===== src/scp_map.svh =====
// register offsets, field positions, reset values and timing counts
`ifndef SCP_MAP_SVH
`define SCP_MAP_SVH
`define SCP_OFF_DIV 12'h000
`define SCP_OFF_PLL 12'h004
`define SCP_DIV_CE_BIT 7
`define SCP_DIV_SEL_LSB 0
`define SCP_PLL_PRE_LSB 2
`define SCP_PLL_EN_BIT 1
`define SCP_PLL_LOCK_BIT 0
`define SCP_DIV_RST_PLAIN 4'h0
`define SCP_DIV_RST_FUSED 4'h3
`define SCP_DIV_SEL_MAX 4'h8
`define SCP_CE_WINDOW 3'h4
`define SCP_LOCK_TIME_MS 100
`define SCP_CLK_HZ 25000000
`define SCP_LOCK_CYCLES ((`SCP_LOCK_TIME_MS * `SCP_CLK_HZ) / 1000)
`define SCP_PRE_DIV4 3'h3
`define SCP_PRE_DIV8_LG 3'h5
`define SCP_PRE_DIV8_SM 3'h6
`endif


===== src/scp_pkg.sv =====
// types shared by the clock prescaler and pll control block
package scp_pkg;
  typedef struct packed {
    logic clk_cpu_en;
    logic clk_io_en;
    logic clk_adc_en;
    logic clk_flash_en;
  } scp_clk_en_t;
  typedef enum logic [1:0] {
    SCP_PLL_OFF,
    SCP_PLL_LOCKING,
    SCP_PLL_LOCKED
  } scp_pll_state_t;
endpackage


===== src/scp_clock_ctrl.sv =====
// system clock prescaler and usb pll control with an apb slave
//
// The APB register port and the register offsets were chosen for this implementation.
`timescale 1ns/100ps
`include "scp_map.svh"
////////////////////////////////////////////////////////////////////////////////
// Summary of operation
// RULE1: divide cpu, flash, io, adc clocks by 2^select; codes 0..8 valid, others reserved
// RULE2: divider switches without glitches on clock outputs
// RULE3: no intermediate period faster than both old and new settings
// RULE4: new rate active within one old plus one to two new periods
// RULE5: software writes change-enable alone, then select within four cycles
// RULE6: software keeps interrupts off through the two-write sequence
// RULE7: select written only while change-enable is set
// RULE8: change-enable updates only when all other bits are written zero
// RULE9: change-enable self-clears after four cycles or when select is written
// RULE10: rewriting change-enable inside window neither restarts timeout nor clears it
// RULE11: reset select is 0000, or 0011 when divide-by-eight fuse programmed
// RULE12: any select code accepted regardless of fuse; fuse sets reset only
// RULE13: usb pll multiplies its 2 MHz reference by 24
// RULE14: pll prescaler: 011 divides by 4, 101 or 110 by 8 per variant
// RULE15: pll reference comes from crystal or external clock, never rc
// RULE16: setting pll enable starts the pll
// RULE17: lock bit sets once pll locked, about 100 ms after enable
// RULE18: lock clears when enable and prescaler are both cleared
// RULE19: upper three bits of pll register read zero
// RULE20: clock output pin carries the divided system clock; at factor 1 (select 0000) the code holds the pin high instead
// RULE21: lock bit is read-only
module scp_clock_ctrl
  import scp_pkg::*;
#(
  parameter int LOCK_CYCLES = `SCP_LOCK_CYCLES,
  parameter bit LARGE_VARIANT = 1'b1
) (
  input wire logic pclk,
  input wire logic presetn,
  input wire logic clk_en,
  input wire logic divide_by_eight_fuse,
  input wire logic clock_out_fuse,
  input wire logic pll_ref_xtal_sel,
  input wire logic psel,
  input wire logic penable,
  input wire logic pwrite,
  input wire logic [11:0] paddr,
  input wire logic [31:0] pwdata,
  output logic [31:0] prdata,
  output logic pready,
  output logic pslverr,
  output scp_clk_en_t sys_clk_en,
  output logic clock_output_pin,
  output logic pll_run,
  output logic [3:0] pll_ref_div,
  output logic pll_lock_status
);
  // sys_clk_en is a one-cycle enable tick per divided period; a clock-enable
  // scheme is glitch-free by construction, unlike a muxed ripple counter

  function automatic logic [8:0] div_factor(input logic [3:0] sel);
    div_factor = 9'h001 << sel;
  endfunction

  logic [3:0] divider_select_r;
  logic divider_change_enable_r;
  logic [2:0] ce_cnt_r;
  logic [7:0] div_cnt_r;
  logic [3:0] active_sel_r;
  logic pending_r;
  logic [2:0] pll_input_prescaler_r;
  logic pll_enable_r;
  logic [26:0] lock_cnt_r;
  scp_pll_state_t pll_state_r;
  logic fuse_done_r;
  logic tick_r;

  wire acc = psel & penable & clk_en;
  wire wr = acc & pwrite;
  wire hit_div = paddr == `SCP_OFF_DIV;
  wire hit_pll = paddr == `SCP_OFF_PLL;
  wire wr_div = wr & hit_div;
  wire wr_pll = wr & hit_pll;
  wire ce_only = pwdata[7:0] == 8'h80; // RULE8
  wire sel_wr = wr_div & ~pwdata[`SCP_DIV_CE_BIT] & divider_change_enable_r; // RULE7 RULE5
  // reserved select codes are kept out so the divider stays in range
  wire sel_ok = pwdata[3:0] <= `SCP_DIV_SEL_MAX; // RULE1 RULE12
  wire [7:0] div_rd = {divider_change_enable_r, 3'h0, divider_select_r};
  wire [7:0] pll_rd = {3'h0, pll_input_prescaler_r, pll_enable_r, pll_lock_status}; // RULE19 RULE21
  wire [7:0] last_cnt = 8'(div_factor(active_sel_r) - 9'h001);
  wire period_end = div_cnt_r >= last_cnt;
  wire pre_ok = pll_input_prescaler_r == `SCP_PRE_DIV4 ||
    (LARGE_VARIANT && pll_input_prescaler_r == `SCP_PRE_DIV8_LG) ||
    (!LARGE_VARIANT && pll_input_prescaler_r == `SCP_PRE_DIV8_SM); // RULE14
  wire [3:0] ref_div = (pll_input_prescaler_r == `SCP_PRE_DIV4) ? 4'h4 : 4'h8;
  // reference only from crystal or external clock
  wire pll_go = pll_enable_r & pre_ok & pll_ref_xtal_sel; // RULE15 RULE16

  ////////////////////////////////////////////////////////////////////////////////
  // apb slave: zero wait states, unmapped addresses answer pslverr
  always_ff @(posedge pclk or negedge presetn) begin
    if (!presetn) begin
      prdata <= 32'h0000_0000;
      pready <= 1'b0;
      pslverr <= 1'b0;
    end else if (clk_en) begin
      pready <= psel & ~penable;
      pslverr <= psel & ~penable & ~(paddr == `SCP_OFF_DIV || paddr == `SCP_OFF_PLL);
      prdata <= (psel & ~penable & ~pwrite) ?
        (paddr == `SCP_OFF_DIV ? {24'h00_0000, div_rd} :
         paddr == `SCP_OFF_PLL ? {24'h00_0000, pll_rd} : 32'h0000_0000) : 32'h0000_0000;
    end
  end

  ////////////////////////////////////////////////////////////////////////////////
  // protected divider write
  always_ff @(posedge pclk or negedge presetn) begin
    if (!presetn) begin
      divider_change_enable_r <= 1'b0;
      ce_cnt_r <= 3'h0;
    end else if (clk_en) begin
      if (sel_wr) begin
        divider_change_enable_r <= 1'b0; // RULE9
      end else if (wr_div & ce_only & ~divider_change_enable_r) begin
        divider_change_enable_r <= 1'b1; // RULE8 RULE10
        ce_cnt_r <= `SCP_CE_WINDOW;
      end else if (divider_change_enable_r) begin
        ce_cnt_r <= ce_cnt_r - 3'h1;
        if (ce_cnt_r == 3'h1) begin
          divider_change_enable_r <= 1'b0; // RULE9
        end
      end
    end
  end

  // fuse is caught one edge after reset release, never in the async branch
  always_ff @(posedge pclk or negedge presetn) begin
    if (!presetn) begin
      fuse_done_r <= 1'b0;
      divider_select_r <= `SCP_DIV_RST_PLAIN;
    end else if (clk_en && !fuse_done_r) begin
      fuse_done_r <= 1'b1;
      divider_select_r <= divide_by_eight_fuse ? `SCP_DIV_RST_FUSED : `SCP_DIV_RST_PLAIN; // RULE11
    end else if (clk_en && sel_wr && sel_ok) begin
      divider_select_r <= pwdata[3:0]; // RULE7 RULE12
    end
  end

  ////////////////////////////////////////////////////////////////////////////////
  // divider: new setting is adopted only at the end of the running period
  always_ff @(posedge pclk or negedge presetn) begin
    if (!presetn) begin
      div_cnt_r <= 8'h00;
      active_sel_r <= `SCP_DIV_RST_PLAIN;
      pending_r <= 1'b0;
      tick_r <= 1'b0;
    end else if (clk_en) begin
      pending_r <= active_sel_r != divider_select_r;
      tick_r <= period_end; // RULE1
      if (period_end) begin
        div_cnt_r <= 8'h00;
        active_sel_r <= divider_select_r; // RULE2 RULE3 RULE4
      end else begin
        div_cnt_r <= div_cnt_r + 8'h01;
      end
    end
  end

  always_ff @(posedge pclk or negedge presetn) begin
    if (!presetn) begin
      sys_clk_en <= '0;
      clock_output_pin <= 1'b0;
    end else if (clk_en) begin
      sys_clk_en <= {4{period_end}};
      // high for the first half of each divided period; at factor 1 held high
      clock_output_pin <= clock_out_fuse &
        (active_sel_r == 4'h0 ? 1'b1 : div_cnt_r < 8'(div_factor(active_sel_r) >> 1)); // RULE20
    end
  end

  ////////////////////////////////////////////////////////////////////////////////
  // pll control and lock timer
  always_ff @(posedge pclk or negedge presetn) begin
    if (!presetn) begin
      pll_input_prescaler_r <= 3'h0;
      pll_enable_r <= 1'b0;
    end else if (clk_en && wr_pll) begin
      pll_input_prescaler_r <= pwdata[4:2];
      pll_enable_r <= pwdata[`SCP_PLL_EN_BIT];
    end
  end

  always_ff @(posedge pclk or negedge presetn) begin
    if (!presetn) begin
      pll_state_r <= SCP_PLL_OFF;
      lock_cnt_r <= 27'h000_0000;
      pll_lock_status <= 1'b0;
      pll_run <= 1'b0;
      pll_ref_div <= 4'h0;
    end else if (clk_en) begin
      pll_run <= pll_go; // RULE16
      pll_ref_div <= pll_go ? ref_div : 4'h0; // RULE13 RULE14
      case (pll_state_r)
        SCP_PLL_OFF: begin
          if (pll_go) begin
            pll_state_r <= SCP_PLL_LOCKING;
            lock_cnt_r <= 27'h000_0000;
          end
        end
        SCP_PLL_LOCKING: begin
          if (!pll_go) begin
            pll_state_r <= SCP_PLL_OFF;
          end else if (lock_cnt_r >= 27'(LOCK_CYCLES - 1)) begin
            pll_state_r <= SCP_PLL_LOCKED;
            pll_lock_status <= 1'b1; // RULE17
          end else begin
            lock_cnt_r <= lock_cnt_r + 27'h000_0001;
          end
        end
        SCP_PLL_LOCKED: begin
          if (!pll_enable_r && pll_input_prescaler_r == 3'h0) begin
            pll_state_r <= SCP_PLL_OFF;
            pll_lock_status <= 1'b0; // RULE18
          end
        end
        default: pll_state_r <= SCP_PLL_OFF;
      endcase
    end
  end

  ////////////////////////////////////////////////////////////////////////////////
  // assertions
  AST_CE_ONLY_CLEAN: assert property (@(posedge pclk) disable iff (!presetn) // RULE8
    (clk_en && wr_div && !ce_only && !divider_change_enable_r) |=> !divider_change_enable_r)
    else $error("change enable set by a dirty write");
  AST_CE_TIMEOUT: assert property (@(posedge pclk) disable iff (!presetn) // RULE9
    $rose(divider_change_enable_r) && clk_en |-> ##[1:4] !divider_change_enable_r || !clk_en)
    else $error("change enable outlived its window");
  AST_NO_SEL_OUTSIDE: assert property (@(posedge pclk) disable iff (!presetn || !fuse_done_r) // RULE7
    (clk_en && wr_div && !divider_change_enable_r) |=> $stable(divider_select_r))
    else $error("select changed without change enable");
  AST_CE_NO_RESTART: assert property (@(posedge pclk) disable iff (!presetn) // RULE10
    (clk_en && divider_change_enable_r && wr_div && ce_only) |=> divider_change_enable_r == (ce_cnt_r != 3'h0))
    else $error("rewrite cleared change enable early");
  AST_FUSE_RESET: assert property (@(posedge pclk) disable iff (!presetn) // RULE11
    $rose(fuse_done_r) |-> divider_select_r == (divide_by_eight_fuse ? 4'h3 : 4'h0))
    else $error("wrong reset select");
  AST_SWITCH_AT_END: assert property (@(posedge pclk) disable iff (!presetn) // RULE2
    (clk_en && !period_end) |=> $stable(active_sel_r))
    else $error("divider switched mid period");
  AST_SEL_RANGE: assert property (@(posedge pclk) disable iff (!presetn) // RULE1
    divider_select_r <= 4'h8)
    else $error("reserved select code stored");
  AST_LOCK_NEEDS_RUN: assert property (@(posedge pclk) disable iff (!presetn) // RULE17
    $rose(pll_lock_status) |-> $past(pll_state_r) == SCP_PLL_LOCKING && pll_run)
    else $error("lock without a locking pll");
  AST_LOCK_CLEAR: assert property (@(posedge pclk) disable iff (!presetn) // RULE18
    (clk_en && pll_lock_status && !pll_enable_r && pll_input_prescaler_r == 3'h0) |=> !pll_lock_status)
    else $error("lock not cleared");
  AST_RES_ZERO: assert property (@(posedge pclk) disable iff (!presetn) // RULE19
    pll_rd[7:5] == 3'h0)
    else $error("reserved pll bits not zero");
  COV_DIV_CHANGE: cover property (@(posedge pclk) disable iff (!presetn) sel_wr && sel_ok);
  COV_CE_TIMEOUT: cover property (@(posedge pclk) disable iff (!presetn) $fell(divider_change_enable_r) && !sel_wr);
  COV_PLL_LOCK: cover property (@(posedge pclk) disable iff (!presetn) $rose(pll_lock_status));
  COV_SWITCH: cover property (@(posedge pclk) disable iff (!presetn) pending_r && period_end);
endmodule


===== config.mk =====
export PLATFORM = sky130hd
export DESIGN_NAME = scp_clock_ctrl
export DESIGN_NICKNAME = d
export VERILOG_FILES = /design/src/scp_pkg.sv /design/src/scp_clock_ctrl.sv
export VERILOG_INCLUDE_DIRS = /design/src
export SDC_FILE = /design/constraint.sdc
export NUM_CORES = 1
export LEC_CHECK = 0
export ABC_AREA = 1
export BUFFER_PORTS_ARGS = -buffer_cell sky130_fd_sc_hd__buf_2
export CAP_MARGIN = 10
export CORE_MARGIN = 3
export CORE_UTILIZATION = 50
export CTS_CLUSTER_SIZE = 10
export DETAILED_ROUTE_END_ITERATION = 8
export PLACE_DENSITY = 0.77
export SETUP_SLACK_MARGIN = 0.2
export SLEW_MARGIN = 20
export SYNTH_ARGS = -nofsm -noshare
export SYNTH_HDL_FRONTEND = slang
export SYNTH_SLANG_ARGS = --single-unit

===== constraint.sdc =====
create_clock -name pclk -period 2.4 [get_ports pclk]
set_input_delay 0.48 -clock pclk [delete_from_list [all_inputs] [get_ports pclk]]
set_output_delay 0.48 -clock pclk [all_outputs]
set_load 0.01 [all_outputs]

# Word-level counts from Yosys, hierarchy flattened
# Cells that the tools add are included.
[totals]
latchBits = 0
rom_bits = 0
mem_bits_rw = 0
mem_count = 0
inputBits = 53
wordCells = 112
reg_bits = 96
[classes]
addsub = 4
mul = 0
mux = 29
div = 0
shift = 1
bitwise = 21
n_eq_ne = 13
reduce_logical = 22
order_cmp = 4
[ops]
columns = ["operator", "count"]
rows = [
  ["$mux W27", 3],
  ["$pmux W27 S2", 1],
  ["$add A27 B1 Y27 const B", 1],
  ["$ge A27 B27 Y1 const B", 1],
  ["$mux W8", 3],
  ["$mux W4", 4],
  ["$and A1 B1 Y1", 15],
  ["$eq A12 B3 Y1 const B", 1],
  ["$logic_not A12 Y1", 1],
  ["$mux W2", 5],
  ["$ne A2 B2 Y1 const B", 5],
  ["$reduce_and A5 Y1", 2],
  ["$shl A1 B4 Y9 const A", 1],
  ["$add A8 B1 Y8 const B", 1],
  ["$eq A8 B8 Y1 const B", 1],
  ["$ge A8 B8 Y1", 1],
  ["$lt A8 B8 Y1", 1],
  ["$mux W1", 8],
  ["$reduce_bool A2 Y1", 4],
  ["$sub A8 B1 Y8 const B", 1],
  ["$mux W3", 2],
  ["$not A1 Y1", 6],
  ["$pmux W2 S3", 1],
  ["$logic_and A1 B1 Y1", 5],
  ["18 further kinds", 20],
]

# Longest topological paths before layout
[logic_depth]
ltp_word = 10
depth_mapped = 15

# Least setup slack after synthesis
# OpenSTA, ideal clock, no wires.
[synth_path]
kind = "reg-to-reg"
from = "reg active_sel_r[1]"
to = "reg div_cnt_r[2]"
arrival_time_ns = 2.246
period_less_slack_ns = 2.368
setup_time_ns = 0.122
slack_ns = 0.032
stages_incl_launch_ff = 16
cell_sequence = "dfrtp_1 -> clkbuf_1 -> nor2_1 -> nand2_1 -> ha_1 -> nand3_1 -> a21oi_1 -> xor2_1 -> ha_1 -> nand2_1 -> nor2_1 -> nand4_1 -> nand3_1 -> nand2_1 -> inv_1 -> nor3_1"
[synth_via]
elab_chain_cells = 4
[synth_rtl]
columns = ["element", "line", "text"]
rows = [
  ["start, declared", "scp_clock_ctrl.sv:66", "logic [3:0] active_sel_r;"],
  ["start signal, assigned", "scp_clock_ctrl.sv:151", "active_sel_r <= `SCP_DIV_RST_PLAIN;"],
  ["start signal, assigned", "scp_clock_ctrl.sv:159", "active_sel_r <= divider_select_r;"],
  ["$shl A1 B4 Y9", "-", ""],
  ["$sub A8 B1 Y8", "scp_clock_ctrl.sv:87", "wire [7:0] last_cnt = 8'(div_factor(active_sel_r) - 9'h001);"],
  ["$ge A8 B8 Y1", "scp_clock_ctrl.sv:88", "wire period_end = div_cnt_r >= last_cnt;"],
  ["$mux W8", "scp_clock_ctrl.sv:157", "if (period_end) begin"],
  ["end signal, assigned", "scp_clock_ctrl.sv:161", "div_cnt_r <= div_cnt_r + 8'h01;"],
  ["end, declared", "scp_clock_ctrl.sv:65", "logic [7:0] div_cnt_r;"],
]
# No other way between the ends.
# A chain may end at the register's enable or synchronous reset.

# Final worst setup path
[layout_path]
from = "reg active_sel_r[2]"
to = "reg active_sel_r[3]"
[layout_via]
elab_chain_cells = 4
[layout_rtl]
columns = ["element", "line"]
rows = [
  ["$shl A1 B4 Y9", "-"],
  ["$sub A8 B1 Y8", "scp_clock_ctrl.sv:87"],
  ["$ge A8 B8 Y1", "scp_clock_ctrl.sv:88"],
  ["$reduce_and A2 Y1 (no line)", "-"],
]
# No other way between the ends.

==> run metrics <==
Worst Tran Pin Value=543 ps; number of design rule violations left after detail routing=0; kind of start point of the critical path=register; non-filler cells, final=840; Max-Cap Viols=0; PD cells=between 700 and 800 nW/um^2; unrepaired setup endpoints after global routing=yes; Clock Sink Count=68; placeable core area=between 8000 and 9000 sq um; layout overhead on the synthesized area=15.3%; R2R Path Start=active_sel_r[2]$_DFFE_PN0P_; maximum cell stage delay along the critical path=approximately 450 ps; Syn. warnings=0; layout filler cell count=roughly 820; number of hold violations in the final report=0; clock period minus worst slack=2310 ps; static leakage=roughly 0.0026 uW; setup slack of the critical path after layout=around 90 ps; slowest cell on the critical path=dfrtp_2; wire length per cell=between 10 and 15 um; capture instance of the worst register-to-register path=active_sel_r[3]$_DFFE_PN0P_; Clk Latency, worst-skew pair=~340 ps; Clock Tree Buf Depth=2; instance count of the mapped netlist=657; required time at the endpoint of the critical path=between 2000 and 3000 ps; final number of max-transition violations=0; sequential cell area=1710 sq um; fin area=roughly 5400 sq um; root buf cell=clkbuf_8; Finish-stage setup viols=0; Max FO, Critical Path=5; multi-input combinational cell area=2660 sq um; type of the worst min-delay path=in -> async; total inserted antenna cells=0; flops & latches, synth=between 60 and 70; fraction of final layout cells with drive strength greater than 1=between 10% and 20%; clock-pin slew on the worst setup and hold paths=around 70 ps; Final Routed Wirelength=11.4 mm; TritonCTS clock tree=built; worst slack at placement=-119 ps; HPWL Detailed=8.24 mm; Global Route Usage Sum=between 20% and 30%; worst reg2reg path depth=14; total number of vias=about 4300; via count of the first global-routing pass=~3900; final estimated routing congestion in global placement=~0.96; I/O pin cnt=slightly below 100; starting density of the core=52.6%; netlist area before placement=4680 sq um; number of CTS-inserted buffers=9; kind of critical path=reg -> reg; global-route congestion overflow total=0; arrival time reported for the critical path endpoint=2540 ps; run status=completed; Peak Freq=about 430 MHz; Post-Route Skew=8.48 ps; final setup TNS=0 ps; fin nets=801; cells along the critical path=nor2_4 -> nand2_2 -> ha_4 -> nand3_2 -> a21oi_2 -> xor2_1 -> ha_1 -> nand2_2 -> nor2_4 -> nand4_1 -> nand3_4 -> nand2_8 -> nand2_2 -> o21ai_1; number of cells after detailed placement=806; Post-Place Cell Area=a little under 5000 sq um; Final period util=around 96%; number of unique standard cell types used by synthesis=36; Tot Pwr=4030 uW; flop2flop setup slack=roughly 92 ps; worst-case headroom to the max-slew limit=about 64%; die footprint=10600 sq um; count of input and output buffers=between 40 and 50; Die Span X=just over 100 um; kind of capture point of the worst setup path=register; pin count of the biggest net entering global routing=between 40 and 50; iteration count of the initial detailed-routing pass=5; H-Tree Depth=3; synthesized area per cell=~7 sq um; number of nets with antenna violations after routing=0; vertical extent of the die=103 um; Seq/Total Area, Yosys=between 30% and 40%; detailed router's first-iteration violation count=about 220; antenna violations before repair=0; most repeated library cell on the critical path=nand2_2; detail-routed via count per cell=approximately 5.1; Placement Rows=34; Max VDD drop=0.367 mV; wire length of the first global-routing pass=18.3 mm
==> state kept, by name (all words and copies together), names as in the netlist, 2 cells and up <==
register               flops
pll_ref_div                2
active_sel_r               4
pll_state_r                2
div_cnt_r                  8
divider_select_r           4
lock_cnt_r                27
ce_cnt_r                   3
pll_input_prescaler_r      3
prdata                     6
==> power by group <==
| group | total [uW] | internal, uW | switching [uW] |
|---|---|---|---|
| Combinational | 1690 | 720 | 967 |
| Sequential | 1400 | 1260 | 140 |
| Clock | 938 | 508 | 431 |
| Total | 4030 | 2490 | 1540 |
==> cells in the final DEF (no fill, tap or decap), types with 16 or more instances in the layout <==
master | Yosys | routed
dfrtp_1 | 68 | 64
buf_2 | 0 | 45
conb_1 | 1 | 28
inv_1 | 62 | 59
ha_1 | 21 | 20
o21ai_2 | 13 | 16
nor2_1 | 86 | 80
nand2_1 | 213 | 204
buf_4 | 32 | 25
nand3_1 | 37 | 35
o21ai_0 | 22 | 16
==> Yosys cell counts <==
master / instances / share of area (%)
nand4_1: 9 / 1.2
mux2_2: 1 / 0.24
buf_4: 32 / 5.1
a21o_1: 5 / 0.80
ha_1: 21 / 5.6
nor3b_1: 2 / 0.32
a32o_1: 1 / 0.21
o31ai_1: 1 / 0.16
o21a_1: 2 / 0.32
o21ai_0: 22 / 2.4
o21ai_1: 4 / 0.43
inv_1: 62 / 5.0
a22o_1: 1 / 0.19
clkbuf_1: 5 / 0.40
dfrtp_1: 68 / 36
o21ai_2: 13 / 2.4
nand2_1: 213 / 17
o22ai_1: 5 / 0.67
nor2_2: 5 / 0.67
nand3_1: 37 / 4.0
and3_1: 1 / 0.13
nor2_1: 86 / 6.9
xor2_1: 15 / 2.8
nand2_2: 2 / 0.27
nor3_1: 9 / 0.96
nand2_4: 1 / 0.24
buf_8: 1 / 0.32
xnor2_1: 7 / 1.3
nor2_4: 2 / 0.48
inv_2: 2 / 0.16
or2_2: 1 / 0.13
buf_6: 3 / 0.72
nand3b_1: 1 / 0.16
conb_1: 1 / 0.080
a211oi_1: 1 / 0.16
a21oi_1: 15 / 1.6
==> kinds of logic after synthesis <==
group           synth area share (%)
other cells                   0.0802
simple gates                    32.5
buf+inv                         11.7
xor+xnor                        4.12
mux                            0.241
fa+ha+maj                       5.62
flops                           36.4
compound gates                  9.33
==> per-stage QoR <==
step / util [%] / hold slack, ps
after floorplan: - / 184
after global placement: 55.6 / 464
after detailed placement: 55.6 / 452
after CTS: 59.7 / 119
after global routing: 60.7 / 138
final: 60.7 / 117
==> worst max-delay path by stage <==
stage | cells after the start | end | startpoint | slack, ps
floorplan | 15 | div_cnt_r[2]$_DFFE_PN0P_ | active_sel_r[1]$_DFFE_PN0P_ | 220
global placement | 14 | div_cnt_r[2]$_DFFE_PN0P_ | active_sel_r[3]$_DFFE_PN0P_ | 90
detailed placement | 14 | div_cnt_r[7]$_DFFE_PN0P_ | active_sel_r[3]$_DFFE_PN0P_ | -120
CTS | 14 | active_sel_r[3]$_DFFE_PN0P_ | active_sel_r[3]$_DFFE_PN0P_ | 200
global route | 13 | div_cnt_r[0]$_DFFE_PN0P_ | active_sel_r[1]$_DFFE_PN0P_ | 10
finish | 14 | active_sel_r[3]$_DFFE_PN0P_ | active_sel_r[2]$_DFFE_PN0P_ | 90
==> final cells by class <==
cell class / instances / share of cell area (%)
Multi-Input combinational cell: 512 / 49.4
Sequential cell: 68 / 31.6
Timing Repair Buffer: 72 / 8.40
Inverter: 64 / 4.50
Clock buffer: 12 / 2.69
Tap cell: 108 / 2.51
Clock inverter: 4 / 0.905
==> repair_timing <==
item | CTS | global route
hold buffers | 0 | 0
cloned | 1 | 0
setup buffers | 13 | 4
setup endpoints to repair | 13 | 13
pin swaps | 11 | 9
resized for setup | 18 | 22
==> worst max-delay path, delay by kind of cell, from the launching register on <==
| family | cells | cell delay, ps |
|---|---|---|
| and+or+nand+nor | 9 | 1040 |
| AOI/OAI and AO/OA | 2 | 110 |
| adders and majority gates | 2 | 460 |
| DFF | 1 | 450 |
| xor gates and xnor gates | 1 | 140 |
==> metal layers <==
metal	share of wire, %	GRT usage [%]	routed length [um]	vias up
met2	51	36.3	5790	97
met5	0	0	0	-
met3	4.3	4.19	494	19
met1	43	29.9	4960	1987
li1	-	-	-	2170
met4	1.4	6.27	164	0
No activity file was read; power rests on OpenSTA's default activity.
